<file path="config.mk">
export PLATFORM = sky130hd
export DESIGN_NAME = addressing_mode_decoder
export DESIGN_NICKNAME = d
export VERILOG_FILES = /design/src/verilog/addr_dec_pkg.sv /design/src/verilog/ea_sum.sv /design/src/verilog/addressing_mode_decoder.sv
export SDC_FILE = /design/constraint.sdc
export NUM_CORES = 1
export LEC_CHECK = 0
export BUFFER_PORTS_ARGS = -buffer_cell sky130_fd_sc_hd__buf_2
export CORE_MARGIN = 10
export CORE_UTILIZATION = 35
export DETAILED_ROUTE_END_ITERATION = 12
export GPL_TIMING_DRIVEN = 0
export SKIP_CTS_REPAIR_TIMING = 1
export SLEW_MARGIN = 20
export SYNTH_ARGS = -nofsm -noshare
export SYNTH_HDL_FRONTEND = slang
export SYNTH_SLANG_ARGS = --single-unit
export TNS_END_PERCENT = 10
</file>
<file path="constraint.sdc">
create_clock -name clk_i -period 6.6 [get_ports clk_i]
set_clock_uncertainty 0.05 [all_clocks]
set_input_delay 0.66 -clock clk_i [delete_from_list [all_inputs] [get_ports clk_i]]
set_output_delay 0.66 -clock clk_i [all_outputs]
set_load 0.02 [all_outputs]
</file>
<file path="src/verilog/addr_dec_pkg.sv">
// package for the operand addressing and prebyte decoder
// assumes a single core clock; all users refer to names as pkg::name
package addr_dec_pkg;

  // prebyte codes, reserved in the opcode space
  localparam logic [7:0] Y_SWAP_PREBYTE = 8'h90;
  localparam logic [7:0] Y_INDIRECT_SWAP_PREBYTE = 8'h91;
  localparam logic [7:0] INDIRECT_SELECT_PREBYTE = 8'h92;

  // instruction set shape
  localparam int NUM_INSTR = 63;
  localparam int GROUP_W = 4;
  localparam logic [GROUP_W-1:0] NUM_GROUPS = 4'hd;
  localparam logic [2:0] MAX_INSTR_LEN = 3'h4;
  localparam logic [1:0] MAX_OPND_BYTES = 2'h2;

  // reset value and address step
  localparam logic [15:0] ADDR_RST = 16'h0000;
  localparam logic [15:0] PC_STEP = 16'h0001;

  typedef enum logic [4:0] {
    AM_INH,
    AM_IMM,
    AM_DIR_S,
    AM_DIR_L,
    AM_IDX_0,
    AM_IDX_S,
    AM_IDX_L,
    AM_IND_S,
    AM_IND_L,
    AM_IIX_S,
    AM_IIX_L,
    AM_REL,
    AM_REL_IND,
    AM_BIT,
    AM_BIT_IND,
    AM_BIT_REL,
    AM_BIT_REL_IND
  } am_t;

  typedef enum logic [1:0] {
    PRE_NONE,
    PRE_Y,
    PRE_IND,
    PRE_YIND
  } pre_t;

  // per-opcode facts from the core's opcode table
  typedef struct packed {
    am_t mode;
    logic x_based;
    logic long_ok;
    logic [GROUP_W-1:0] group;
  } opc_info_t;

  // opcode after prebyte translation
  typedef struct packed {
    am_t mode;
    logic use_y;
    logic ok;
  } pre_out_t;

  // finished decode
  typedef struct packed {
    logic [15:0] ea;
    logic [15:0] target;
    am_t mode;
    logic use_y;
    logic [2:0] len;
    logic illegal;
  } res_t;

endpackage

</file>
<file path="src/verilog/ea_sum.sv">
// effective address and branch target arithmetic, purely combinational
// assumes operand bytes, pointer and pc base are stable registers
`timescale 1ns/100ps
module ea_sum (
  input wire addr_dec_pkg::am_t mode_i,
  input wire logic [7:0] idx_i,
  input wire logic [15:0] opnd_i,
  input wire logic [15:0] ptr_i,
  input wire logic [15:0] pc_base_i,
  output logic [15:0] ea_o,
  output logic [15:0] target_o
);

  // signed 8-bit step from the next instruction, wraps at 64 Kbyte
  function automatic logic [15:0] rel_add(input logic [15:0] base,
                                          input logic [7:0] off);
    rel_add = base + {{8{off[7]}}, off};
  endfunction

  // nine-bit page-zero sum, never truncated
  function automatic logic [15:0] short_add(input logic [7:0] a,
                                            input logic [7:0] b);
    short_add = {7'h00, 9'({1'b0, a} + {1'b0, b})};
  endfunction

  always_comb
  begin
    ea_o = addr_dec_pkg::ADDR_RST;
    target_o = pc_base_i;
    case (mode_i)
      addr_dec_pkg::AM_DIR_S: ea_o = {8'h00, opnd_i[7:0]};
      addr_dec_pkg::AM_DIR_L: ea_o = opnd_i;
      addr_dec_pkg::AM_IDX_0: ea_o = {8'h00, idx_i};
      addr_dec_pkg::AM_IDX_S: ea_o = short_add(idx_i, opnd_i[7:0]);
      addr_dec_pkg::AM_IDX_L: ea_o = opnd_i + {8'h00, idx_i};
      addr_dec_pkg::AM_IND_S: ea_o = {8'h00, ptr_i[7:0]};
      addr_dec_pkg::AM_IND_L: ea_o = ptr_i;
      addr_dec_pkg::AM_IIX_S: ea_o = short_add(idx_i, ptr_i[7:0]);
      addr_dec_pkg::AM_IIX_L: ea_o = ptr_i + {8'h00, idx_i};
      addr_dec_pkg::AM_REL: target_o = rel_add(pc_base_i, opnd_i[7:0]);
      addr_dec_pkg::AM_REL_IND: target_o = rel_add(pc_base_i, ptr_i[7:0]);
      addr_dec_pkg::AM_BIT: ea_o = {8'h00, opnd_i[7:0]};
      addr_dec_pkg::AM_BIT_IND: ea_o = {8'h00, ptr_i[7:0]};
      addr_dec_pkg::AM_BIT_REL:
      begin
        ea_o = {8'h00, opnd_i[15:8]};
        target_o = rel_add(pc_base_i, opnd_i[7:0]);
      end
      addr_dec_pkg::AM_BIT_REL_IND:
      begin
        ea_o = {8'h00, ptr_i[7:0]};
        target_o = rel_add(pc_base_i, opnd_i[7:0]);
      end
      default: ea_o = addr_dec_pkg::ADDR_RST;
    endcase
  end

endmodule // ea_sum

</file>
<file path="src/verilog/addressing_mode_decoder.sv">
// operand addressing and prebyte decoder of the 8-bit core
// assumes fetch, opcode table, index registers and data memory on clk_i
`timescale 1ns/100ps
module addressing_mode_decoder (
  input wire logic clk_i,
  input wire logic nrst_i,
  input wire logic fetch_valid_i,
  input wire logic [7:0] fetch_byte_i,
  input wire logic [15:0] fetch_pc_i,
  input wire addr_dec_pkg::opc_info_t opc_info_i,
  input wire logic [7:0] x_idx_i,
  input wire logic [7:0] y_idx_i,
  input wire logic mem_ack_i,
  input wire logic [7:0] mem_rdata_i,
  output logic fetch_ready_o,
  output logic mem_req_o,
  output logic [15:0] mem_addr_o,
  output logic done_o,
  output addr_dec_pkg::res_t res_o
);
  typedef enum logic [2:0] {
    S_FIRST,
    S_OPC,
    S_OPND,
    S_MEM,
    S_CALC
  } state_t;
  state_t state_r;
  addr_dec_pkg::pre_t pre_r;
  addr_dec_pkg::am_t mode_r;
  logic use_y_r;
  logic fail_r;
  logic [2:0] len_r;
  logic [1:0] opnd_left_r;
  logic [1:0] mem_left_r;
  logic [15:0] opnd_r;
  logic [15:0] ptr_r;
  logic [15:0] pc_base_r;
  logic rdy_r;
  logic req_r;
  logic [15:0] addr_r;
  logic done_r;
  addr_dec_pkg::res_t res_r;
  logic take;
  logic is_pre;
  logic pre_take;
  logic opc_take;
  addr_dec_pkg::pre_t cur_pre;
  addr_dec_pkg::pre_out_t dec;
  logic [1:0] nb;
  logic [2:0] len_nxt;
  logic bad;
  logic [7:0] idx;
  logic [15:0] ea_calc;
  logic [15:0] target_calc;
  function automatic addr_dec_pkg::pre_t pre_code(input logic [7:0] b);
    if (b == addr_dec_pkg::Y_SWAP_PREBYTE)
      pre_code = addr_dec_pkg::PRE_Y;
    else if (b == addr_dec_pkg::INDIRECT_SELECT_PREBYTE)
      pre_code = addr_dec_pkg::PRE_IND;
    else if (b == addr_dec_pkg::Y_INDIRECT_SWAP_PREBYTE)
      pre_code = addr_dec_pkg::PRE_YIND;
    else
      pre_code = addr_dec_pkg::PRE_NONE;
  endfunction
  // prebyte translation; anything not listed is an illegal pairing
  function automatic addr_dec_pkg::pre_out_t
    apply_pre(input addr_dec_pkg::opc_info_t op,
              input addr_dec_pkg::pre_t pre);
    apply_pre.mode = op.mode;
    apply_pre.use_y = 1'b0;
    apply_pre.ok = 1'b0;
    case (pre)
      addr_dec_pkg::PRE_NONE: apply_pre.ok = 1'b1;
      addr_dec_pkg::PRE_Y:
      begin
        apply_pre.use_y = 1'b1;
        case (op.mode)
          addr_dec_pkg::AM_INH, addr_dec_pkg::AM_IMM,
          addr_dec_pkg::AM_DIR_S, addr_dec_pkg::AM_DIR_L,
          addr_dec_pkg::AM_IDX_0, addr_dec_pkg::AM_IDX_S,
          addr_dec_pkg::AM_IDX_L: apply_pre.ok = op.x_based;
          default: apply_pre.ok = 1'b0;
        endcase
      end
      addr_dec_pkg::PRE_IND:
      begin
        apply_pre.ok = 1'b1;
        case (op.mode)
          addr_dec_pkg::AM_DIR_S: apply_pre.mode = addr_dec_pkg::AM_IND_S;
          addr_dec_pkg::AM_DIR_L: apply_pre.mode = addr_dec_pkg::AM_IND_L;
          addr_dec_pkg::AM_BIT: apply_pre.mode = addr_dec_pkg::AM_BIT_IND;
          addr_dec_pkg::AM_BIT_REL:
            apply_pre.mode = addr_dec_pkg::AM_BIT_REL_IND;
          addr_dec_pkg::AM_REL: apply_pre.mode = addr_dec_pkg::AM_REL_IND;
          addr_dec_pkg::AM_IDX_S: apply_pre.mode = addr_dec_pkg::AM_IIX_S;
          addr_dec_pkg::AM_IDX_L: apply_pre.mode = addr_dec_pkg::AM_IIX_L;
          default: apply_pre.ok = 1'b0;
        endcase
      end
      default:
      begin
        apply_pre.use_y = 1'b1;
        apply_pre.ok = 1'b1;
        case (op.mode)
          addr_dec_pkg::AM_IDX_S: apply_pre.mode = addr_dec_pkg::AM_IIX_S;
          addr_dec_pkg::AM_IDX_L: apply_pre.mode = addr_dec_pkg::AM_IIX_L;
          default: apply_pre.ok = 1'b0;
        endcase
      end
    endcase
  endfunction
  // operand bytes that follow the opcode
  function automatic logic [1:0] opnd_bytes(input addr_dec_pkg::am_t m);
    case (m)
      addr_dec_pkg::AM_INH, addr_dec_pkg::AM_IDX_0: opnd_bytes = 2'h0;
      addr_dec_pkg::AM_DIR_L, addr_dec_pkg::AM_IDX_L,
      addr_dec_pkg::AM_BIT_REL, addr_dec_pkg::AM_BIT_REL_IND:
        opnd_bytes = addr_dec_pkg::MAX_OPND_BYTES;
      default: opnd_bytes = 2'h1;
    endcase
  endfunction
  function automatic logic needs_mem(input addr_dec_pkg::am_t m);
    case (m)
      addr_dec_pkg::AM_IND_S, addr_dec_pkg::AM_IND_L,
      addr_dec_pkg::AM_IIX_S, addr_dec_pkg::AM_IIX_L,
      addr_dec_pkg::AM_REL_IND, addr_dec_pkg::AM_BIT_IND,
      addr_dec_pkg::AM_BIT_REL_IND: needs_mem = 1'b1;
      default: needs_mem = 1'b0;
    endcase
  endfunction
  function automatic logic is_long(input addr_dec_pkg::am_t m);
    case (m)
      addr_dec_pkg::AM_DIR_L, addr_dec_pkg::AM_IDX_L,
      addr_dec_pkg::AM_IND_L, addr_dec_pkg::AM_IIX_L: is_long = 1'b1;
      default: is_long = 1'b0;
    endcase
  endfunction
  assign take = fetch_valid_i && rdy_r;
  assign is_pre = (pre_code(fetch_byte_i) != addr_dec_pkg::PRE_NONE);
  assign pre_take = take && is_pre &&
                    (state_r == S_FIRST || state_r == S_OPC);
  assign opc_take = take && !is_pre &&
                    (state_r == S_FIRST || state_r == S_OPC);
  assign cur_pre = (state_r == S_OPC) ? pre_r : addr_dec_pkg::PRE_NONE;
  assign dec = apply_pre(opc_info_i, cur_pre);
  assign nb = opnd_bytes(dec.mode);
  assign len_nxt = ((state_r == S_OPC) ? 3'h2 : 3'h1) + {1'b0, nb};
  // a long form in a short-only class or an unknown group is refused
  assign bad = !dec.ok ||
               (!opc_info_i.long_ok && is_long(dec.mode)) ||
               (opc_info_i.group >= addr_dec_pkg::NUM_GROUPS) ||
               (len_nxt > addr_dec_pkg::MAX_INSTR_LEN);
  assign idx = use_y_r ? y_idx_i : x_idx_i;
  ea_sum u_ea_sum (
    .mode_i(mode_r),
    .idx_i(idx),
    .opnd_i(opnd_r),
    .ptr_i(ptr_r),
    .pc_base_i(pc_base_r),
    .ea_o(ea_calc),
    .target_o(target_calc)
  );
  // sequencing of prebyte, opcode, operand bytes and pointer reads
  always_ff @(posedge clk_i or negedge nrst_i)
  begin
    if (!nrst_i)
    begin
      state_r <= S_FIRST;
      pre_r <= addr_dec_pkg::PRE_NONE;
      mode_r <= addr_dec_pkg::AM_INH;
      use_y_r <= 1'b0;
      fail_r <= 1'b0;
      len_r <= 3'h0;
      opnd_left_r <= 2'h0;
      rdy_r <= 1'b1;
      done_r <= 1'b0;
    end
    else
    begin
      done_r <= 1'b0;
      if (pre_take)
      begin
        if (state_r == S_OPC)
        begin
          // two prebytes in a row: the second has no opcode to modify
          fail_r <= 1'b1;
          len_r <= 3'h2;
          rdy_r <= 1'b0;
          state_r <= S_CALC;
        end
        else
        begin
          pre_r <= pre_code(fetch_byte_i);
          fail_r <= 1'b0;
          state_r <= S_OPC;
        end
      end
      else if (opc_take)
      begin
        mode_r <= dec.mode;
        use_y_r <= dec.use_y;
        len_r <= len_nxt;
        fail_r <= bad;
        opnd_left_r <= nb;
        if (!bad && nb != 2'h0)
          state_r <= S_OPND;
        else
        begin
          rdy_r <= 1'b0;
          state_r <= S_CALC;
        end
      end
      else
      begin
        case (state_r)
          S_OPND:
            if (take)
            begin
              opnd_left_r <= opnd_left_r - 2'h1;
              if (opnd_left_r == 2'h1)
              begin
                rdy_r <= 1'b0;
                state_r <= needs_mem(mode_r) ? S_MEM : S_CALC;
              end
            end
          S_MEM:
            if (req_r && mem_ack_i && mem_left_r == 2'h1)
              state_r <= S_CALC;
          S_CALC:
          begin
            done_r <= 1'b1;
            rdy_r <= 1'b1;
            pre_r <= addr_dec_pkg::PRE_NONE;
            state_r <= S_FIRST;
          end
          default: state_r <= state_r;
        endcase
      end
    end
  end
  // operand bytes, first byte ends up high; pc base tracks last byte
  always_ff @(posedge clk_i or negedge nrst_i)
  begin
    if (!nrst_i)
    begin
      opnd_r <= addr_dec_pkg::ADDR_RST;
      pc_base_r <= addr_dec_pkg::ADDR_RST;
    end
    else if (take)
    begin
      pc_base_r <= fetch_pc_i + addr_dec_pkg::PC_STEP;
      if (state_r == S_OPND)
        opnd_r <= {opnd_r[7:0], fetch_byte_i};
      else if (opc_take)
        opnd_r <= addr_dec_pkg::ADDR_RST;
    end
  end
  // pointer reads; a word pointer is taken high byte first
  always_ff @(posedge clk_i or negedge nrst_i)
  begin
    if (!nrst_i)
    begin
      req_r <= 1'b0;
      addr_r <= addr_dec_pkg::ADDR_RST;
      mem_left_r <= 2'h0;
      ptr_r <= addr_dec_pkg::ADDR_RST;
    end
    else if (state_r == S_OPND && take && opnd_left_r == 2'h1 &&
             needs_mem(mode_r))
    begin
      req_r <= 1'b1;
      ptr_r <= addr_dec_pkg::ADDR_RST;
      mem_left_r <= is_long(mode_r) ? 2'h2 : 2'h1;
      // with a trailing branch offset the location is the earlier byte
      if (mode_r == addr_dec_pkg::AM_BIT_REL_IND)
        addr_r <= {8'h00, opnd_r[7:0]};
      else
        addr_r <= {8'h00, fetch_byte_i};
    end
    else if (req_r && mem_ack_i)
    begin
      ptr_r <= {ptr_r[7:0], mem_rdata_i};
      mem_left_r <= mem_left_r - 2'h1;
      addr_r <= addr_r + addr_dec_pkg::PC_STEP;
      if (mem_left_r == 2'h1)
        req_r <= 1'b0;
    end
  end

  // result capture
  always_ff @(posedge clk_i or negedge nrst_i)
  begin
    if (!nrst_i)
      res_r <= '0;
    else if (state_r == S_CALC)
    begin
      res_r.ea <= fail_r ? addr_dec_pkg::ADDR_RST : ea_calc;
      res_r.target <= fail_r ? pc_base_r : target_calc;
      res_r.mode <= mode_r;
      res_r.use_y <= use_y_r;
      res_r.len <= len_r;
      res_r.illegal <= fail_r;
    end
  end

  assign fetch_ready_o = rdy_r;
  assign mem_req_o = req_r;
  assign mem_addr_o = addr_r;
  assign done_o = done_r;
  assign res_o = res_r;

endmodule // addressing_mode_decoder

</file>
# After elaboration in Yosys (flattened, before gate mapping)

Index checks and enable logic that the tools add are counted.

Logic and storage cells: 212
Output and inout port bits: 61
Register bits after elaboration: 128
Bits of input ports: 63

Equal/unequal tests: 49
Order comparisons: 2
$add $sub $neg: 11
Reductions and logical operators: 55
Multiplexer cells: 73
Bitwise gates (word level): 1

Operators with widths:

| cell                  | number |
|---|---|
| $pmux 16 s10          | 1 |
| $mux 16               | 8 |
| $eq 5x4->1 const B    | 14 |
| $eq 5x3->1 const B    | 9 |
| $pmux 5 s7            | 1 |
| $mux 3                | 11 |
| $add 16x1->16 const B | 2 |
| $add 16x16->16        | 2 |
| $add 16x8->16         | 2 |
| $pmux 16 s2           | 1 |
| $mux 2                | 15 |
| $mux 1                | 28 |
| $eq 5x2->1 const B    | 5 |
| $eq 8x8->1 const B    | 3 |
| $reduce_or 7->1       | 3 |
| $pmux 5 s2            | 2 |
| $add 8x8->9           | 2 |
| $mux 8                | 2 |
| $reduce_bool 2->1     | 8 |
| $logic_and 1x1->1     | 12 |
| $reduce_or 4->1       | 3 |
| $eq 5x5->1 const B    | 2 |
| $logic_not 5->1       | 2 |
| $reduce_or 2->1       | 5 |
| 31 further kinds      | 48 |

# Logic depth before layout (Yosys ltp)

Depth in word-level cells: 17
Mapped depth: 16
Depth with buffers taken out: 13

# Modules after synthesis

Synthesis repeated with hierarchy kept, for this count alone.

Cell total of the unflattened synthesis: 1091
Area total of the unflattened synthesis: 9266.4 µm²

By module, submodules not included:

| module                  | area each (µm²) | sequential area each (µm²) | cells an instance | instances |
|---|---|---|---|---|
| addressing_mode_decoder | 6520.0          | 3204.3                     | 723               | 1 |
| ea_sum                  | 2746.4          | 0.0                        | 368               | 1 |

# Least setup slack after synthesis

Ideal clock, no wire load.

Path type: flip-flop to flip-flop
Start point: register mode_r[3]
End point: register res_r, in the netlist res_o[36]
Stages on the path, launching flop included: 17
Path buffers: 3
Data arrival time: 3688 ps
Period minus slack after synthesis: 3858 ps
Library setup time: 120 ps
Data required time: 6430 ps
Slack: 2742 ps
Cell sequence: dfrtp_1 > buf_2 > nor3b_2 > nand2_1 > buf_1 > buf_2 > mux2_2 > ha_1 > inv_1 > fa_1 > nor2b_1 > o21ai_0 > a21boi_0 > o31ai_2 > a21oi_1 > a311o_1 > a41o_1

Word-level cells in the longest chain between the ends: 4
Elaborated cells between the ends (all ways): 17
Classes of those cells: eq/ne (13); mux (2); reduce/logical (2)

Ends and longest elaborated chain:

| what                                                                | RTL line                       | source |
|---|---|---|
| from (decl)                                                         | addressing_mode_decoder.sv:30  | `addr_dec_pkg::am_t mode_r;` |
| from (signal assigned)                                              | addressing_mode_decoder.sv:171 | `mode_r <= addr_dec_pkg::AM_INH;` |
| from (signal assigned)                                              | addressing_mode_decoder.sv:201 | `mode_r <= dec.mode;` |
| $eq 5x5->1, or another cell as far along                            | ea_sum.sv:30                   | `case (mode_i)` |
| $reduce_or 3->1 (no source line) or $reduce_or 2->1 (tied branches) | n/a                            |  |
| $pmux 16 s10 (*)                                                    | ea_sum.sv:30                   |  |
| $mux 16 (*)                                                         | addressing_mode_decoder.sv:298 | `res_r.ea <= fail_r ? addr_dec_pkg::ADDR_RST : ea_calc;` |
| to (decl)                                                           | addressing_mode_decoder.sv:43  | `addr_dec_pkg::res_t res_r;` |

Mark *: on every way between the ends. The rest lies on a longest branch, timed or not.
A chain may end at the register's enable or synchronous reset.

# Worst setup path in the final report

Start point: register mode_r[4]
End point: register res_r, in the netlist res_o[36]

The elaborated chain is that of the path after synthesis.

==> flow_summary.json <==
{
  "outcome": "finished, final reports clean",
  "dpl.hpwl_mm": 21.3,
  "postSynthNetCount": 1141,
  "synthToLayoutAreaGrowth_pct": 18.8,
  "worst_r2r_startpoint": "mode_r[4]",
  "synth_area_in_compound_gates": 0.192,
  "tritoncts.num_buffers": 17,
  "final-instance-count-excl-fill": 1520,
  "mappedNetlistArea_mm2": 0.00879,
  "final_common_cell": "nand2_1",
  "i_o_pin_total": 124,
  "routabilityCongestion": 0.939,
  "dp_cells": 1486,
  "powerDensity_mw_per_mm2": 422,
  "final.period_utilization": 0.700,
  "die-height_um": 178,
  "core_footprint_mm2": 0.0245,
  "first_global_vias": 7983,
  "via_per_inst": 5.40,
  "design.die.area_mm2": 0.0319,
  "synth_cells": 1039,
  "drt-initial-drc-count": 657,
  "start_kind": "flip-flop",
  "holdCritPathClass": "in -> async",
  "critical_path.max_fanout": 10,
  "timing_worst_setup_path_type": "reg -> reg",
  "port_buffers": 122,
  "setup_tns_ns": 0,
  "htree_levels": 4,
  "worstPathRequired_ns": 6.85,
  "start_point_of_the_critical_path": "mode_r[4]",
  "grt_overflow": 0,
  "p_leak_nw": 4.85,
  "post_synth_xor_area_fraction": 0.0548,
  "worst_ir_drop_vdd_mv": 0.152,
  "yosys.area_share.adder": 0.0581,
  "type_of_element_capturing_the_critical_path": "flip-flop",
  "total_vias_in_the_final_route": 8205,
  "simple_gate_share_of_the_synthesized_area": 0.229,
  "die_x_um": 178,
  "tightestPinTransition_ns": 0.971,
  "drt_wl_total_mm": 27.8,
  "ys_async_sr_fraction": 1.00,
  "final.min_clock_period_ns": 4.62,
  "post_route_cells_drive_above_1_share": 0.183,
  "setup_viol": 0,
  "clock_path_buffers": 2,
  "route.antenna.remaining_nets": 0,
  "floorplan.rows": 57,
  "wire_length_of_the_first_global_routing_pass_mm": 44.3,
  "dominant_combinational_cell_family_by_area_after_synthesis": "simple AND/OR/NAND/NOR gates",
  "grt_start_max_net_pins": 95,
  "cts-root-buf": "clkbuf_16",
  "nNetsFinal": 1283,
  "wl_per_cell_um": 18.3,
  "drt_pre_antenna_iters": 7,
  "yosysSeqAreaShare": 0.364,
  "timing_hold_violations_final": 0,
  "count_of_flip_flops_with_a_built_in_enable_after_synthesis": 0,
  "gr-usage-all-layers": 0.175,
  "yosys_warnings": 0,
  "count_of_unique_library_cells_instantiated_by_yosys": 85,
  "antenna_found_initial": 4,
  "most_used_dff_post_synth": "dfrtp_1",
  "final_cell_mix": "214 x nand2_1, 127 x buf_2, 127 x dfrtp_1",
  "slew_limit_headroom": 0.352,
  "yosys_register_bits": 128,
  "num-fill-cells": 2498,
  "yosys-mux-area-fraction": 0.0662,
  "r2r_cells": 16,
  "floorplan.initialDensity": 0.358,
  "clk_pin_slew_worst_paths_ns": 0.06,
  "drcViolationCount": 0,
  "cts_tree": "built",
  "fmaxAchievable_mhz": 216,
  "final_util": 0.426,
  "syn_avg_cell_area_um2": 8.46,
  "finalPower_mw": 4.41,
  "max_cap_viol_count": 0,
  "rsz0062_at_grt": "no",
  "clock_latency_reported_for_the_late_side_of_the_worst_skew_pair_ns": 0.42,
  "slew_violations": 0,
  "tritoncts_num_sinks": 128,
  "timing.critical_path.arrival_ns": 4.87,
  "timing.rr.end": "res_o[36]",
  "reg2reg_setup_slack_ns": 1.98
}
power by group:
part / switching [mW] / internal, mW / leakage [nW]
sequential: 0.322 / 1.05 / 1.67
clock: 0.358 / 0.604 / 0.292
combinational: 1.25 / 0.825 / 2.88
routing by layer:
metal  share of wire  vias up  global-route usage
li1                -     4011                   -
met1            0.47     3900               0.244
met2            0.45      276               0.269
met3           0.071       14              0.0416
met4          0.0069        4              0.0389
met5          0.0012        -                   0
metrics by stage:
step	setup slack (ns)	hold slack [ns]	area [µm²]
global route	1.58	0.0615	10400
floorplan	2.74	0.314	8790
finish	1.98	0.0466	10400
CTS	2.06	0.0601	10400
detailed placement	2.06	0.408	9850
global placement	2.10	0.406	9810
registers in the layout, summed over array words and instances, names as in the netlist:
name and flops:
opnd_left_r 2, ptr_r 16, opnd_r 16, use_y_r 1
mode_r 5, mem_addr_o 16, done_o 1, state_r 3
fail_r 1, len_r 3, pc_base_r 16, pre_r 2
mem_req_o 1, fetch_ready_o 1, mem_left_r 2, res_o 42
layout make-up:
class | instances | area, µm² | share of cell area
Buffer | 53 | 218 | 0.0208
Antenna cell | 2 | 5.00 | 0.000479
Inverter | 24 | 90.1 | 0.00862
Timing Repair Buffer | 123 | 648 | 0.0620
Sequential cell | 128 | 3200 | 0.307
Clock buffer | 22 | 454 | 0.0435
Multi-Input combinational cell | 834 | 5290 | 0.506
Tap cell | 324 | 405 | 0.0388
Clock inverter | 10 | 136 | 0.0131
synth_stat cells, drive strengths merged (4+ instances only):
cell type  count  share of area
a211oi         7         0.0060
a21boi         4         0.0038
a21o          11         0.0094
a21oi         68          0.039
a221oi         4         0.0040
a222oi         6         0.0068
a22oi         12          0.010
a31oi          7         0.0067
and2           9         0.0064
and3           7         0.0050
and4           4         0.0040
buf           17         0.0090
clkbuf        36          0.016
dfrtp        127           0.36
ha            36          0.051
inv           24          0.010
mux2          33          0.042
mux2i         21          0.024
nand2        214          0.091
nand2b        10         0.0071
nand3         55          0.031
nand4         10         0.0071
nor2          63          0.027
nor2b         10         0.0071
nor3          17         0.0097
nor3b          4         0.0046
nor4           6         0.0050
o211ai        11          0.010
o21a          11         0.0094
o21ai         70          0.040
o221ai         5         0.0050
o31ai          7         0.0081
or3            5         0.0036
xnor2         30          0.030
xor2          25          0.025
how the worst max path moves through the flow:
stage | cells past startpoint | endpoint | slack, ns
2_1_floorplan | 16 | res_o[36] | 2.74
3_3_place_gp | 16 | res_o[36] | 2.10
3_5_place_dp | 16 | res_o[36] | 2.06
4_1_cts | 16 | res_o[36] | 2.06
5_1_grt | 16 | res_o[36] | 1.58
6_report | 16 | res_o[36] | 1.98
logic make-up after synthesis:
kind of cell | count (synthesis)
AND/OR/NAND/NOR | 433
AO/OA/AOI/OAI | 253
flip-flops | 128
buffers and inverters | 77
XOR/XNOR | 55
multiplexers | 54
adder cells (fa/ha/maj) | 39
critical path, stage by stage (launching register included):
cell	delay, ns
dfrtp_1	0.32
clkbuf_1	0.33
nor3b_2	0.13
nand2_1	0.20
buf_1	0.50
buf_2	0.37
mux2_2	0.37
ha_1	0.20
inv_1	0.07
fa_1	0.20
nor2b_1	0.06
o21ai_0	0.22
a21boi_0	0.19
o31ai_2	0.48
a21oi_1	0.22
a311o_1	0.40
a41o_1	0.21
Note: power is estimated with default switching activity, not from simulation.
